--- config.mk ---
export PLATFORM = sky130hd
export DESIGN_NAME = acc_top
export DESIGN_NICKNAME = d
export VERILOG_FILES = /design/src/logic/acc_pkg.sv /design/src/logic/acc_seq_if.sv /design/src/logic/acc_sequencer.sv /design/src/logic/acc_top.sv
export VERILOG_INCLUDE_DIRS = /design/src /design/src/logic
export SDC_FILE = /design/constraint.sdc
export NUM_CORES = 1
export LEC_CHECK = 0
export BUFFER_PORTS_ARGS = -buffer_cell sky130_fd_sc_hd__buf_2
export CAP_MARGIN = 20
export CORE_UTILIZATION = 29
export CTS_CLUSTER_DIAMETER = 60
export DETAILED_ROUTE_END_ITERATION = 8
export PLACE_DENSITY = 0.57
export SLEW_MARGIN = 20
export SYNTH_ARGS = -nofsm -noshare
export SYNTH_HDL_FRONTEND = slang
export SYNTH_SLANG_ARGS = --single-unit
--- constraint.sdc ---
create_clock -name clock -period 8.3 [get_ports clock]
set_input_delay 0.83 -clock clock [delete_from_list [all_inputs] [get_ports clock]]
set_output_delay 0.83 -clock clock [all_outputs]
set_load 0.01 [all_outputs]
--- src/logic/acc_map.svh ---
// Notes on behaviour
// - With auto-trigger enabled, each rising edge of the selected source starts a conversion unless one is already running.
// - Conversion-done flag sets when a conversion ends and result bytes are loaded.
// - Interrupt request only while irq enable, global enable and done flag are all one.
// - Done flag clears automatically when the processor takes the converter vector.
// - Writing one to the done flag clears it; writing zero leaves it.
// - Divider code 000/001 gives 2; 010..111 give 4, 8, 16, 32, 64, 128.
// - Right-justified: high byte holds bits 9:8 in 1:0, low byte bits 7:0.
// - Left-justified: high byte holds bits 9:2, low byte bits 1:0 in 7:6.
// - After a low byte read, both bytes freeze until the high byte is read.
// - Trigger source has no effect while auto-trigger enable is zero.
// - Source codes: free run, comparator, ext int 0, t0 cmp A, t0 ovf, t1 cmp B, t1 ovf, t1 cap.
// - Trigger is a rising flag edge; switching from a clear source to a set source counts as an edge.
// - Switching to the free-running code never makes a trigger event.
// - Each set input-disable bit turns off its pin buffer and forces its port bit zero.
// - Enable one powers the converter; zero turns it off and aborts a conversion.
// - Start bit begins a conversion, reads one until done; first takes 25 clocks, else 13.
// - Reference and channel changes during a conversion apply only after it completes.
`ifndef ACC_MAP_SVH
`define ACC_MAP_SVH

`define ACC_IDX_RESULT_LOW 8'h78
`define ACC_IDX_RESULT_HIGH 8'h79
`define ACC_IDX_CONTROL_A 8'h7a
`define ACC_IDX_CONTROL_B 8'h7b
`define ACC_IDX_MUX_SELECT 8'h7c
`define ACC_IDX_INPUT_DISABLE 8'h7e

`define ACC_A_ENABLE 7
`define ACC_A_START 6
`define ACC_A_AUTO 5
`define ACC_A_FLAG 4
`define ACC_A_IRQ_EN 3
`define ACC_M_LEFT 5
`define ACC_B_COMP_MUX 6

`define ACC_RESET_BYTE 8'h00
`define ACC_RESET_RESULT 10'h000

`define ACC_NORMAL_CYCLES 5'd13
`define ACC_FIRST_CYCLES 5'd25

`define ACC_RESP_OKAY 2'b00
`define ACC_RESP_SLVERR 2'b10

`endif

--- src/logic/acc_pkg.sv ---
package acc_pkg;
    typedef enum logic [1:0] {
        acc_idle = 2'b01,
        acc_busy = 2'b10
    } acc_state_type;

    typedef logic [2:0] acc_divider_type;

    // Codes 000 and 001 both divide by two
    function automatic logic [7:0] divisor(input acc_divider_type code);
        logic [7:0] result;
        result = 8'h02;
        if (code > 3'h1) begin
            result = 8'h01 << code;
        end
        return result;
    endfunction
endpackage

--- src/logic/acc_seq_if.sv ---
`timescale 1ns/10ps
`default_nettype none
interface acc_seq_if;
    logic enable;
    logic start;
    logic [2:0] divider_select;
    logic busy;
    logic done;
    logic core_clock;
    logic sample;

    modport ctrl (output enable, output start, output divider_select,
                  input busy, input done, input core_clock, input sample);
    modport seq (input enable, input start, input divider_select,
                 output busy, output done, output core_clock, output sample);
endinterface
`default_nettype wire

--- src/logic/acc_sequencer.sv ---
`timescale 1ns/10ps
`default_nettype none
`include "acc_map.svh"
module acc_sequencer (
    input wire logic clock,
    input wire logic rstn,
    acc_seq_if.seq sq
);
    acc_pkg::acc_state_type state;
    logic [6:0] presc;
    logic [4:0] count;
    logic first_pend;

    wire [7:0] div_full = acc_pkg::divisor(sq.divider_select);
    wire [7:0] div_last = div_full - 8'h01;
    wire [6:0] limit = div_last[6:0];
    wire tick = (presc == limit);
    wire [4:0] length = first_pend ? `ACC_FIRST_CYCLES : `ACC_NORMAL_CYCLES;
    wire last = tick && (count == length - 5'd1);
    wire [6:0] half = div_full[7:1];

    always_ff @(posedge clock or negedge rstn) begin
        if (!rstn) begin
            presc <= 7'h00;
        end else if (tick || state == acc_pkg::acc_idle) begin
            presc <= 7'h00;
        end else begin
            presc <= presc + 7'h01;
        end
    end

    always_ff @(posedge clock or negedge rstn) begin
        if (!rstn) begin
            state <= acc_pkg::acc_idle;
            count <= 5'h00;
            sq.done <= 1'b0;
            sq.sample <= 1'b0;
        end else begin
            sq.done <= 1'b0;
            sq.sample <= 1'b0;
            case (state)
                acc_pkg::acc_idle: begin
                    count <= 5'h00;
                    if (sq.start && sq.enable) begin
                        state <= acc_pkg::acc_busy;
                        sq.sample <= 1'b1;
                    end
                end
                acc_pkg::acc_busy: begin
                    if (!sq.enable) begin
                        state <= acc_pkg::acc_idle;
                    end else if (last) begin
                        state <= acc_pkg::acc_idle;
                        sq.done <= 1'b1;
                    end else if (tick) begin
                        count <= count + 5'd1;
                    end
                end
                default: state <= acc_pkg::acc_idle;
            endcase
        end
    end

    // First conversion after power-up needs the long initialisation cycle
    always_ff @(posedge clock or negedge rstn) begin
        if (!rstn) begin
            first_pend <= 1'b1;
        end else if (!sq.enable) begin
            first_pend <= 1'b1;
        end else if (last) begin
            first_pend <= 1'b0;
        end
    end

    always_ff @(posedge clock or negedge rstn) begin
        if (!rstn) begin
            sq.core_clock <= 1'b0;
        end else begin
            sq.core_clock <= (state == acc_pkg::acc_busy) && (presc >= half);
        end
    end

    assign sq.busy = (state == acc_pkg::acc_busy);
endmodule // acc_sequencer
`default_nettype wire

--- src/logic/acc_top.sv ---
// The AXI4-Lite interface to the registers was left to the implementer.
`timescale 1ns/10ps
`default_nettype none
`include "acc_map.svh"
module acc_top #(
    parameter int ADDR_WIDTH = 12
) (
    input wire logic clock,
    input wire logic rstn,
    input wire logic [ADDR_WIDTH-1:0] s_axi_awaddr,
    input wire logic s_axi_awvalid,
    output logic s_axi_awready,
    input wire logic [31:0] s_axi_wdata,
    input wire logic [3:0] s_axi_wstrb,
    input wire logic s_axi_wvalid,
    output logic s_axi_wready,
    output logic [1:0] s_axi_bresp,
    output logic s_axi_bvalid,
    input wire logic s_axi_bready,
    input wire logic [ADDR_WIDTH-1:0] s_axi_araddr,
    input wire logic s_axi_arvalid,
    output logic s_axi_arready,
    output logic [31:0] s_axi_rdata,
    output logic [1:0] s_axi_rresp,
    output logic s_axi_rvalid,
    input wire logic s_axi_rready,
    input wire logic [7:0] trigger_flags,
    input wire logic cpu_global_irq_enable,
    input wire logic irq_ack,
    output logic conversion_irq,
    input wire logic [9:0] core_result,
    output logic core_power,
    output logic core_clock,
    output logic core_sample,
    output logic [3:0] core_channel,
    output logic [1:0] core_reference,
    output logic comparator_mux_enable,
    input wire logic [5:0] pin_digital_in,
    output logic [5:0] pin_buffer_off,
    output logic [5:0] port_in_value
);
    acc_seq_if seq ();

    acc_sequencer u_seq (
        .clock(clock),
        .rstn(rstn),
        .sq(seq.seq)
    );

    logic converter_enable, auto_trigger_enable, conversion_done_flag;
    logic conversion_irq_enable, left_justify, locked;
    logic [2:0] clock_divider_select, trigger_source_select, prev_src;
    logic [1:0] reference_select;
    logic [3:0] channel_select;
    logic [9:0] result_raw, core_meta, core_sync;
    logic [5:0] pin_meta, pin_sync;
    logic prev_sel, sample_d, done_d, sample_d2;

    function automatic logic [ADDR_WIDTH-1:0] addr_of(input logic [7:0] idx);
        return ADDR_WIDTH'({idx, 2'b00});
    endfunction

    // Write channel: both address and data taken in one cycle
    wire wr_take = s_axi_awvalid && s_axi_wvalid && !s_axi_awready && !s_axi_bvalid;
    wire wr_fire = s_axi_awready;
    logic [ADDR_WIDTH-1:0] wr_addr;
    logic [7:0] wr_byte;
    logic wr_lane;
    wire wr_a = wr_fire && wr_lane && (wr_addr == addr_of(`ACC_IDX_CONTROL_A));
    wire wr_b = wr_fire && wr_lane && (wr_addr == addr_of(`ACC_IDX_CONTROL_B));
    wire wr_m = wr_fire && wr_lane && (wr_addr == addr_of(`ACC_IDX_MUX_SELECT));
    wire wr_d = wr_fire && wr_lane && (wr_addr == addr_of(`ACC_IDX_INPUT_DISABLE));
    wire wr_ro = (wr_addr == addr_of(`ACC_IDX_RESULT_LOW))
              || (wr_addr == addr_of(`ACC_IDX_RESULT_HIGH));
    wire wr_hit = (wr_addr == addr_of(`ACC_IDX_CONTROL_A))
               || (wr_addr == addr_of(`ACC_IDX_CONTROL_B))
               || (wr_addr == addr_of(`ACC_IDX_MUX_SELECT))
               || (wr_addr == addr_of(`ACC_IDX_INPUT_DISABLE)) || wr_ro;

    // Read channel
    wire rd_take = s_axi_arvalid && !s_axi_arready && !s_axi_rvalid;
    wire rd_low = rd_take && (s_axi_araddr == addr_of(`ACC_IDX_RESULT_LOW));
    wire rd_high = rd_take && (s_axi_araddr == addr_of(`ACC_IDX_RESULT_HIGH));

    // Trigger selection and edge detection
    wire sel_flag = (trigger_source_select == 3'h0) ? conversion_done_flag
                  : trigger_flags[trigger_source_select];
    wire to_free = (trigger_source_select == 3'h0) && (prev_src != 3'h0);
    wire trig_edge = sel_flag && !prev_sel && !to_free;
    wire trig_start = auto_trigger_enable && converter_enable && trig_edge
                    && !seq.busy;
    wire sw_start = wr_a && wr_byte[`ACC_A_START] && wr_byte[`ACC_A_ENABLE];
    wire start_req = sw_start || trig_start;
    wire next_enable = wr_a ? wr_byte[`ACC_A_ENABLE] : converter_enable;
    wire next_irq_en = wr_a ? wr_byte[`ACC_A_IRQ_EN] : conversion_irq_enable;
    wire flag_clear = irq_ack || (wr_a && wr_byte[`ACC_A_FLAG]);
    // A completion in the clearing cycle still sets the flag
    wire next_flag = seq.done || (conversion_done_flag && !flag_clear);

    // Start written together with enable must see the new enable
    assign seq.enable = next_enable;
    assign seq.start = start_req;
    assign seq.divider_select = clock_divider_select;

    wire [7:0] low_byte = left_justify ? {result_raw[1:0], 6'h00}
                        : result_raw[7:0];
    wire [7:0] high_byte = left_justify ? result_raw[9:2]
                         : {6'h00, result_raw[9:8]};
    wire [7:0] ctrl_a = {converter_enable, seq.busy || start_req, auto_trigger_enable,
                         conversion_done_flag, conversion_irq_enable, clock_divider_select};
    wire [7:0] ctrl_b = {1'b0, comparator_mux_enable, 3'h0, trigger_source_select};
    wire [7:0] mux_sel = {reference_select, left_justify, 1'b0, channel_select};
    wire [7:0] dis_reg = {2'b00, pin_buffer_off};
    wire rd_hit_a = s_axi_araddr == addr_of(`ACC_IDX_CONTROL_A);
    wire rd_hit_b = s_axi_araddr == addr_of(`ACC_IDX_CONTROL_B);
    wire rd_hit_m = s_axi_araddr == addr_of(`ACC_IDX_MUX_SELECT);
    wire rd_hit_d = s_axi_araddr == addr_of(`ACC_IDX_INPUT_DISABLE);
    wire rd_hit_l = s_axi_araddr == addr_of(`ACC_IDX_RESULT_LOW);
    wire rd_hit_h = s_axi_araddr == addr_of(`ACC_IDX_RESULT_HIGH);
    wire rd_hit = rd_hit_a || rd_hit_b || rd_hit_m || rd_hit_d || rd_hit_l || rd_hit_h;
    wire [7:0] rd_byte = rd_hit_a ? ctrl_a
                       : rd_hit_b ? ctrl_b
                       : rd_hit_m ? mux_sel
                       : rd_hit_d ? dis_reg
                       : rd_hit_l ? low_byte
                       : rd_hit_h ? high_byte : 8'h00;

    always_ff @(posedge clock or negedge rstn) begin
        if (!rstn) begin
            s_axi_awready <= 1'b0;
            s_axi_wready <= 1'b0;
            wr_addr <= '0;
            wr_byte <= `ACC_RESET_BYTE;
            wr_lane <= 1'b0;
        end else begin
            s_axi_awready <= wr_take;
            s_axi_wready <= wr_take;
            if (wr_take) begin
                wr_addr <= s_axi_awaddr;
                wr_byte <= s_axi_wdata[7:0];
                wr_lane <= s_axi_wstrb[0];
            end
        end
    end

    always_ff @(posedge clock or negedge rstn) begin
        if (!rstn) begin
            s_axi_bvalid <= 1'b0;
            s_axi_bresp <= `ACC_RESP_OKAY;
        end else if (wr_fire) begin
            s_axi_bvalid <= 1'b1;
            s_axi_bresp <= wr_hit ? `ACC_RESP_OKAY : `ACC_RESP_SLVERR;
        end else if (s_axi_bready) begin
            s_axi_bvalid <= 1'b0;
        end
    end

    always_ff @(posedge clock or negedge rstn) begin
        if (!rstn) begin
            s_axi_arready <= 1'b0;
            s_axi_rvalid <= 1'b0;
            s_axi_rdata <= 32'h0000_0000;
            s_axi_rresp <= `ACC_RESP_OKAY;
        end else begin
            s_axi_arready <= rd_take;
            if (rd_take) begin
                s_axi_rvalid <= 1'b1;
                s_axi_rdata <= {24'h00_0000, rd_byte};
                s_axi_rresp <= rd_hit ? `ACC_RESP_OKAY : `ACC_RESP_SLVERR;
            end else if (s_axi_rready) begin
                s_axi_rvalid <= 1'b0;
            end
        end
    end

    always_ff @(posedge clock or negedge rstn) begin
        if (!rstn) begin
            converter_enable <= 1'b0;
            auto_trigger_enable <= 1'b0;
            conversion_irq_enable <= 1'b0;
            clock_divider_select <= 3'h0;
        end else if (wr_a) begin
            converter_enable <= wr_byte[`ACC_A_ENABLE];
            auto_trigger_enable <= wr_byte[`ACC_A_AUTO];
            conversion_irq_enable <= wr_byte[`ACC_A_IRQ_EN];
            clock_divider_select <= wr_byte[2:0];
        end
    end

    always_ff @(posedge clock or negedge rstn) begin
        if (!rstn) begin
            trigger_source_select <= 3'h0;
            comparator_mux_enable <= 1'b0;
            reference_select <= 2'h0;
            left_justify <= 1'b0;
            channel_select <= 4'h0;
            pin_buffer_off <= 6'h00;
        end else begin
            if (wr_b) begin
                trigger_source_select <= wr_byte[2:0];
                comparator_mux_enable <= wr_byte[`ACC_B_COMP_MUX];
            end
            if (wr_m) begin
                reference_select <= wr_byte[7:6];
                left_justify <= wr_byte[`ACC_M_LEFT];
                channel_select <= wr_byte[3:0];
            end
            if (wr_d) begin
                pin_buffer_off <= wr_byte[5:0];
            end
        end
    end

    always_ff @(posedge clock or negedge rstn) begin
        if (!rstn) begin
            conversion_done_flag <= 1'b0;
            conversion_irq <= 1'b0;
            prev_sel <= 1'b0;
            prev_src <= 3'h0;
        end else begin
            conversion_done_flag <= next_flag;
            conversion_irq <= next_flag && next_irq_en && cpu_global_irq_enable;
            prev_sel <= sel_flag;
            prev_src <= trigger_source_select;
        end
    end

    // Result update and low-then-high lock
    always_ff @(posedge clock or negedge rstn) begin
        if (!rstn) begin
            result_raw <= `ACC_RESET_RESULT;
            locked <= 1'b0;
        end else begin
            if (seq.done && !locked) begin
                result_raw <= core_sync;
            end
            if (rd_high) begin
                locked <= 1'b0;
            end else if (rd_low) begin
                locked <= 1'b1;
            end
        end
    end

    // Analog core and pins are outside this clock; two stages each
    always_ff @(posedge clock or negedge rstn) begin
        if (!rstn) begin
            core_meta <= `ACC_RESET_RESULT;
            core_sync <= `ACC_RESET_RESULT;
            pin_meta <= 6'h00;
            pin_sync <= 6'h00;
            port_in_value <= 6'h00;
        end else begin
            core_meta <= core_result;
            core_sync <= core_meta;
            pin_meta <= pin_digital_in;
            pin_sync <= pin_meta;
            port_in_value <= pin_sync & ~pin_buffer_off;
        end
    end

    // Mux settings only follow software while idle
    always_ff @(posedge clock or negedge rstn) begin
        if (!rstn) begin
            core_channel <= 4'h0;
            core_reference <= 2'h0;
            core_power <= 1'b0;
            core_clock <= 1'b0;
            core_sample <= 1'b0;
        end else begin
            if (!seq.busy) begin
                core_channel <= channel_select;
                core_reference <= reference_select;
            end
            core_power <= converter_enable;
            core_clock <= seq.core_clock;
            core_sample <= seq.sample;
        end
    end

    always_ff @(posedge clock or negedge rstn) begin
        if (!rstn) begin
            sample_d <= 1'b0;
            sample_d2 <= 1'b0;
            done_d <= 1'b0;
        end else begin
            sample_d <= start_req && next_enable && !seq.busy;
            sample_d2 <= sample_d;
            done_d <= seq.done;
        end
    end

    property p_done_sets_flag;
        @(posedge clock) disable iff (!rstn) seq.done |=> conversion_done_flag;
    endproperty
    a_done_sets_flag: assert property (p_done_sets_flag) else $error("flag not set");

    property p_irq_gate;
        @(posedge clock) disable iff (!rstn)
            conversion_irq |-> conversion_done_flag && conversion_irq_enable;
    endproperty
    a_irq_gate: assert property (p_irq_gate) else $error("irq without flag");

    property p_ack_clears;
        @(posedge clock) disable iff (!rstn) irq_ack && !seq.done |=> !conversion_done_flag;
    endproperty
    a_ack_clears: assert property (p_ack_clears) else $error("ack kept flag");

    property p_write_clears;
        @(posedge clock) disable iff (!rstn)
            wr_a && wr_byte[`ACC_A_FLAG] && !seq.done |=> !conversion_done_flag;
    endproperty
    a_write_clears: assert property (p_write_clears) else $error("w1c failed");

    property p_lock_holds;
        @(posedge clock) disable iff (!rstn) locked && !rd_high |=> $stable(result_raw);
    endproperty
    a_lock_holds: assert property (p_lock_holds) else $error("locked result moved");

    property p_no_auto;
        @(posedge clock) disable iff (!rstn) !auto_trigger_enable |-> start_req == sw_start;
    endproperty
    a_no_auto: assert property (p_no_auto) else $error("trigger without auto");

    property p_free_switch;
        @(posedge clock) disable iff (!rstn) to_free |-> !trig_start;
    endproperty
    a_free_switch: assert property (p_free_switch) else $error("free switch trigger");

    property p_abort;
        @(posedge clock) disable iff (!rstn) !seq.enable |=> !seq.busy;
    endproperty
    a_abort: assert property (p_abort) else $error("busy while off");

    property p_buffer_off;
        @(posedge clock) disable iff (!rstn)
            (port_in_value & $past(pin_buffer_off)) == 6'h00;
    endproperty
    a_buffer_off: assert property (p_buffer_off) else $error("disabled pin reads one");

    property p_start_runs;
        @(posedge clock) disable iff (!rstn)
            sample_d |-> seq.busy ##0 (seq.busy || done_d) [*8];
    endproperty
    a_start_runs: assert property (p_start_runs) else $error("start lost");

    property p_conv_min;
        @(posedge clock) disable iff (!rstn) sample_d2 |-> !seq.done [*8];
    endproperty
    a_conv_min: assert property (p_conv_min) else $error("conversion too short");
endmodule // acc_top
`default_nettype wire

After elaboration in Yosys (flattened, before gate mapping)
Index checks and enable logic that the tools add are counted.
{"block": "word_totals", "regBits": 142, "latchBits": 0, "mem_bits_rw": 0, "rom_bits": 0, "in_bits": 93, "out_inout_bits": 64, "mem_count": 0}
{"block": "op_classes", "addsub": 4, "mul": 0, "div_mod_pow": 0, "magnitude_cmp": 3, "eq_ne": 22, "n_shift": 1, "muxes": 39, "bitwise": 2, "n_reduce_logical": 60}
{"op": "$eq A12 B9 Y1 const B", "n": 12}
{"op": "$mux W8", "n": 9}
{"op": "$logic_and A1 B1 Y1", "n": 28}
{"op": "$mux W5", "n": 4}
{"op": "$mux W1", "n": 17}
{"op": "$logic_or A1 B1 Y1", "n": 15}
{"op": "$mux W2", "n": 5}
{"op": "$pmux W5 S2", "n": 1}
{"op": "$logic_not A1 Y1", "n": 9}
{"op": "$reduce_bool A2 Y1", "n": 4}
{"op": "$shl A1 B3 Y8 const A", "n": 1}
{"op": "$add A7 B1 Y7 const B", "n": 1}
{"op": "$eq A7 B7 Y1", "n": 1}
{"op": "$ge A7 B7 Y1", "n": 1}
{"op": "$mux W7", "n": 1}
{"op": "$sub A7 B1 Y7 const B", "n": 1}
{"op": "$and A6 B6 Y6", "n": 1}
{"op": "$ne A2 B2 Y1 const B", "n": 3}
{"op": "$not A6 Y6", "n": 1}
{"op": "$add A5 B1 Y5 const B", "n": 1}
{"op": "$eq A5 B5 Y1", "n": 1}
{"op": "$sub A5 B1 Y5 const B", "n": 1}
{"op": "$lt A3 B4 Y1 const B", "n": 1}
{"op": "$ne A2 B1 Y1 const B", "n": 2}
{"op": "10 further kinds", "n": 10}

Depth between registers and ports, before layout
{"block": "logic_depth", "depth_word": 11, "ltp_mapped": 10, "ltp_nobuf": 9}

Modules after synthesis
A second synthesis with hierarchy kept.
{"block": "hier_totals", "hier_cells": 483, "area_unflattened_um2": 6118.4}
{"module": "acc_top", "n_inst": 1, "cells_per_inst": 352, "area_per_inst_um2": 4884.7, "seq_area_each_um2": 3052.9}
{"module": "acc_sequencer", "n_inst": 1, "cells_per_inst": 131, "area_per_inst_um2": 1233.7, "seq_area_each_um2": 452.9}

Worst setup path after synthesis
OpenSTA, ideal clock, no wires.
{"block": "synth_timing", "path_type": "flip-flop to flip-flop", "start": "register clock_divider_select[2]", "end": "register u_seq.count[4]", "setup_ns": 0.077, "arrival_ns": 2.598, "setup_slack_ns": 5.625, "path_stages_with_launch": 10, "path_buffers": 1, "period_less_slack_ns": 2.675, "path_cell_list": "dfrtp_1 > clkbuf_1 > or2_2 > ha_1 > nor3b_1 > a211oi_1 > a211oi_1 > o31ai_1 > or4_2 > a21oi_1"}
{"block": "synth_via", "elab_chain_len": 7, "elab_cells_between_ends": 9}
{"item": "from (decl)", "line": "acc_top.sv:52", "text": "logic [2:0] clock_divider_select, trigger_source_select, prev_src;"}
{"item": "from (signal assigned)", "line": "acc_top.sv:186", "text": "clock_divider_select <= wr_byte[2:0];"}
{"item": "$gt A3 B1 Y1 / $shl A1 B3 Y8 (equally long branches)", "line": "acc_pkg.sv:13, acc_pkg.sv:14"}
{"item": "$mux W8 (*)", "line": "acc_pkg.sv:13", "text": "if (code > 3'h1) begin"}
{"item": "$sub A7 B1 Y7 (*)", "line": "acc_sequencer.sv:15", "text": "wire [7:0] div_last = div_full - 8'h01;"}
{"item": "$eq A7 B7 Y1 (*)", "line": "acc_sequencer.sv:17", "text": "wire tick = (presc == limit);"}
{"item": "$logic_and A1 B1 Y1", "line": "acc_sequencer.sv:19", "text": "wire last = tick && (count == length - 5'd1);"}
{"item": "$ne A2 B2 Y1 (no line)"}
{"item": "$reduce_and A4 Y1 (no line) (*)"}
{"item": "to (signal assigned)", "line": "acc_sequencer.sv:56", "text": "count <= count + 5'd1;"}
{"item": "to (decl)", "line": "acc_sequencer.sv:11", "text": "logic [4:0] count;"}
Mark *: on every way between the ends. The rest lies on a longest branch, timed or not.
A chain may end at the register's enable or synchronous reset.

Worst setup path after layout
{"block": "layout_timing", "start": "register clock_divider_select[1]", "end": "register u_seq.count[4]"}
The elaborated chain is that of the path after synthesis.

==> metrics.txt <==
largest net degree at the start of global routing 85; maximum vdd drop 0.133 mV; Max Cap Viol 0; Worst Min Path Start core_meta[8]; R2R Setup Slk 5.35 ns; crit-path max FO 13; Root Buffer clkbuf_16; global route overflow 0; effective utilization at floorplan 30.0%; ANT cells 0; dpl ws 5.33 ns; WL met3 647 um; antenna-violating nets left 0; CP cell instances or2_2 > ha_1 > nor3b_1 > a211oi_1 > a211oi_1 > o31ai_1 > or4_2 > a21oi_1; CP max stage cell or4_2; area of the multi-input gates 0.00243 mm2; reg-to-reg startpoint clock_divider_select[1]; # Post-CTS Setup Buffers 0; Most used DFF post-synth dfrtp_1; final hold slack 0.347 ns; Seq. cell area between 0.003 and 0.004 mm2; Total GRT Usage 14.0%; setup TNS 0 ns; crit path launch type flip-flop; Synth Area per Inst 12.1 um2; ys async rst share 100%; clock share of power 49.0%; Switch Pwr 378 uW; Area Growth Syn to Fin 22.2%; Post-synth EDFFs 0; Max Used Layer met4; maximum root-to-sink buffer count 2; WP data arrival around 3.3 ns; PD cells around 220 mW/mm2; die span in x ~150 um; # port buffers 102; number of global-route vias before repair roughly 4300; worst r2r path cells 8; CTS tree yes; die height approximately 150 um; clock skew ~0.011 ns; post-synth cell types 57; hold buffers post-CTS 0; run status complete, no violations; worst-margin pin slew 0.869 ns; antenna violations before repair 0; wire per inst 15.9 um; FMAX 339 MHz; Gates resized, CTS repair 0; DR iter-0 viols 208; most frequent CP cell a211oi_1; Layout Nets ~720; drt pass-1 iters 5; Worst-path clk slew 0.06 ns; Top Ports 157; first-pass GRT wire length 23000 um; yosys warns 0; Final setup viols 0; Final Routed Wirelength 14200 um; slowest cell delay on critical path 0.67 ns; Mapped Cells between 500 and 600; sw frac 22.3%; WHS Endpoint core_sync[8]; Period minus WS final 2.95 ns; die area 0.0218 mm2; internal power between 1 and 1.5 mW; Critical Path RT around 8.6 ns; M1 wire length 6860 um; Seq pwr share roughly 45%; Slew HR 41.6%; DR vias 4160; hold path cells 0; CTS Sinks 140; DP Wirelength 10500 um; most frequent cells in the layout 138 x dfrtp_1, 101 x buf_2, 56 x mux2_2; number of fill cells in the layout 2058; RSZ-0062 raised after global routing no; Final period util 35.5%; vias per cell approximately 4.6; final hold viol count 0; share of layout cells above drive strength 1 35.1%; Pleak 3.54 nW; met2 WL 6520 um; Worst Slack Setup Final 5.35 ns; drt drc 0; sequential area share after synthesis 56.9%; H-tree level count 4; combinational share of power 6.3%; commonest non-fill, non-tap cell in the layout dfrtp_1; CTS Buf Count 17; CP Class flip-flop to flip-flop; CP endpoint kind flip-flop; Synth Cell Area a little over 0.006 mm2; row cnt 52; min-delay worst type flip-flop to flip-flop; RR Endpoint u_seq.count[4]; Final Slew Violations 0; Placer Congestion 0.866; synthesized flop and latch total 140; Std-Cell Core Area 0.0206 mm2; worst-skew pair later-pin latency 0.41 ns
[cells by family (layout without fill, tap and decap cells)]
group                      after synthesis  in the layout  share of synthesized area [%]
and+or+nand+nor                        149            149                           13.8
DFF                                    140            140                           56.9
AOI/OAI and AO/OA                       68             68                           7.37
muxes                                   66             66                           12.4
buffers and inverters                   61            153                           5.46
xor gates and xnor gates                12             12                           1.71
adders and majority gates               11             11                           2.23
other                                    2             27                          0.122
[area by class of cell]
type	count	share of cell area [%]
multi-input cells	333	32.3
repair buffers	105	7.21
inverters	16	0.797
flip-flops and latches	140	46.5
clock buffers	19	5.88
well taps	270	4.48
clock inverters	13	2.84
[routing by layer]
metal / GRT usage [%] / up-vias
met4: 5.00 / 0
met5: 0 / -
li1: - / 1957
met1: 19.0 / 2058
met3: 3.95 / 9
met2: 21.2 / 136
[Yosys cell counts, drive strengths merged (7+ instances only)]
cell type    n  share of area [%]
dfrtp      138                 56
mux2        58                 11
nand2       46                2.8
buf         31                3.6
nor2        21                1.3
inv         16               0.97
nor2b       16                1.7
a21oi       15                1.2
o21ai       15                1.2
clkbuf      14               0.85
ha          11                2.2
xnor2        9                1.3
nand3        7               0.57
[critical path, delay by kind of cell, from the launching register on]
| family | cells | cell delay (ns) |
|---|---|---|
| and+or+nand+nor | 3 | 1.28 |
| AOI/OAI and AO/OA | 4 | 0.77 |
| adders and majority gates | 1 | 0.29 |
| DFF | 1 | 0.53 |
[per-stage QoR]
| step | util (%) | instance area, um2 | total power [mW] | instances |
|---|---|---|---|---|
| after detailed placement | 33.4 | 6870 | 0.877 | 864 |
| after floorplan | - | 6260 | 0.827 | 534 |
| after global routing | 36.6 | 7530 | 1.77 | 896 |
| after CTS | 36.6 | 7530 | 1.72 | 896 |
| after global placement | 33.4 | 6870 | 0.872 | 864 |
| final | 36.6 | 7530 | 1.69 | 896 |
[worst max-delay path by stage]
stage | start | to | slack (ns)
floorplan | clock_divider_select[2] | u_seq.count[4] | 5.62
global placement | s_axi_araddr[9] | s_axi_rdata[6] | 5.32
detailed placement | s_axi_araddr[9] | s_axi_rdata[5] | 5.33
CTS | clock_divider_select[1] | u_seq.count[4] | 5.35
global route | clock_divider_select[1] | u_seq.count[4] | 5.10
finish | clock_divider_select[1] | u_seq.count[4] | 5.35
[power groups by stage]
stage               Combinational, mW  Sequential (mW)  Clock (mW)
CTS                             0.108            0.757       0.857
detailed placement              0.108            0.769           0
floorplan                      0.0702            0.757           0
finish                          0.106            0.757       0.830
global placement                0.105            0.767           0
global route                    0.119            0.763       0.888
[registers in the layout, summed over array words and instances, names as in the netlist, 3 cells and up]
register / count
channel_select: 4
port_in_value: 6
core_channel: 4
u_seq.presc: 7
core_sync: 10
wr_byte: 8
wr_addr: 12
prev_src: 3
pin_buffer_off: 6
core_meta: 10
s_axi_rdata: 8
result_raw: 10
pin_meta: 6
pin_sync: 6
u_seq.count: 5
clock_divider_select: 3
trigger_source_select: 3
Power figures use the tool's default switching activity.
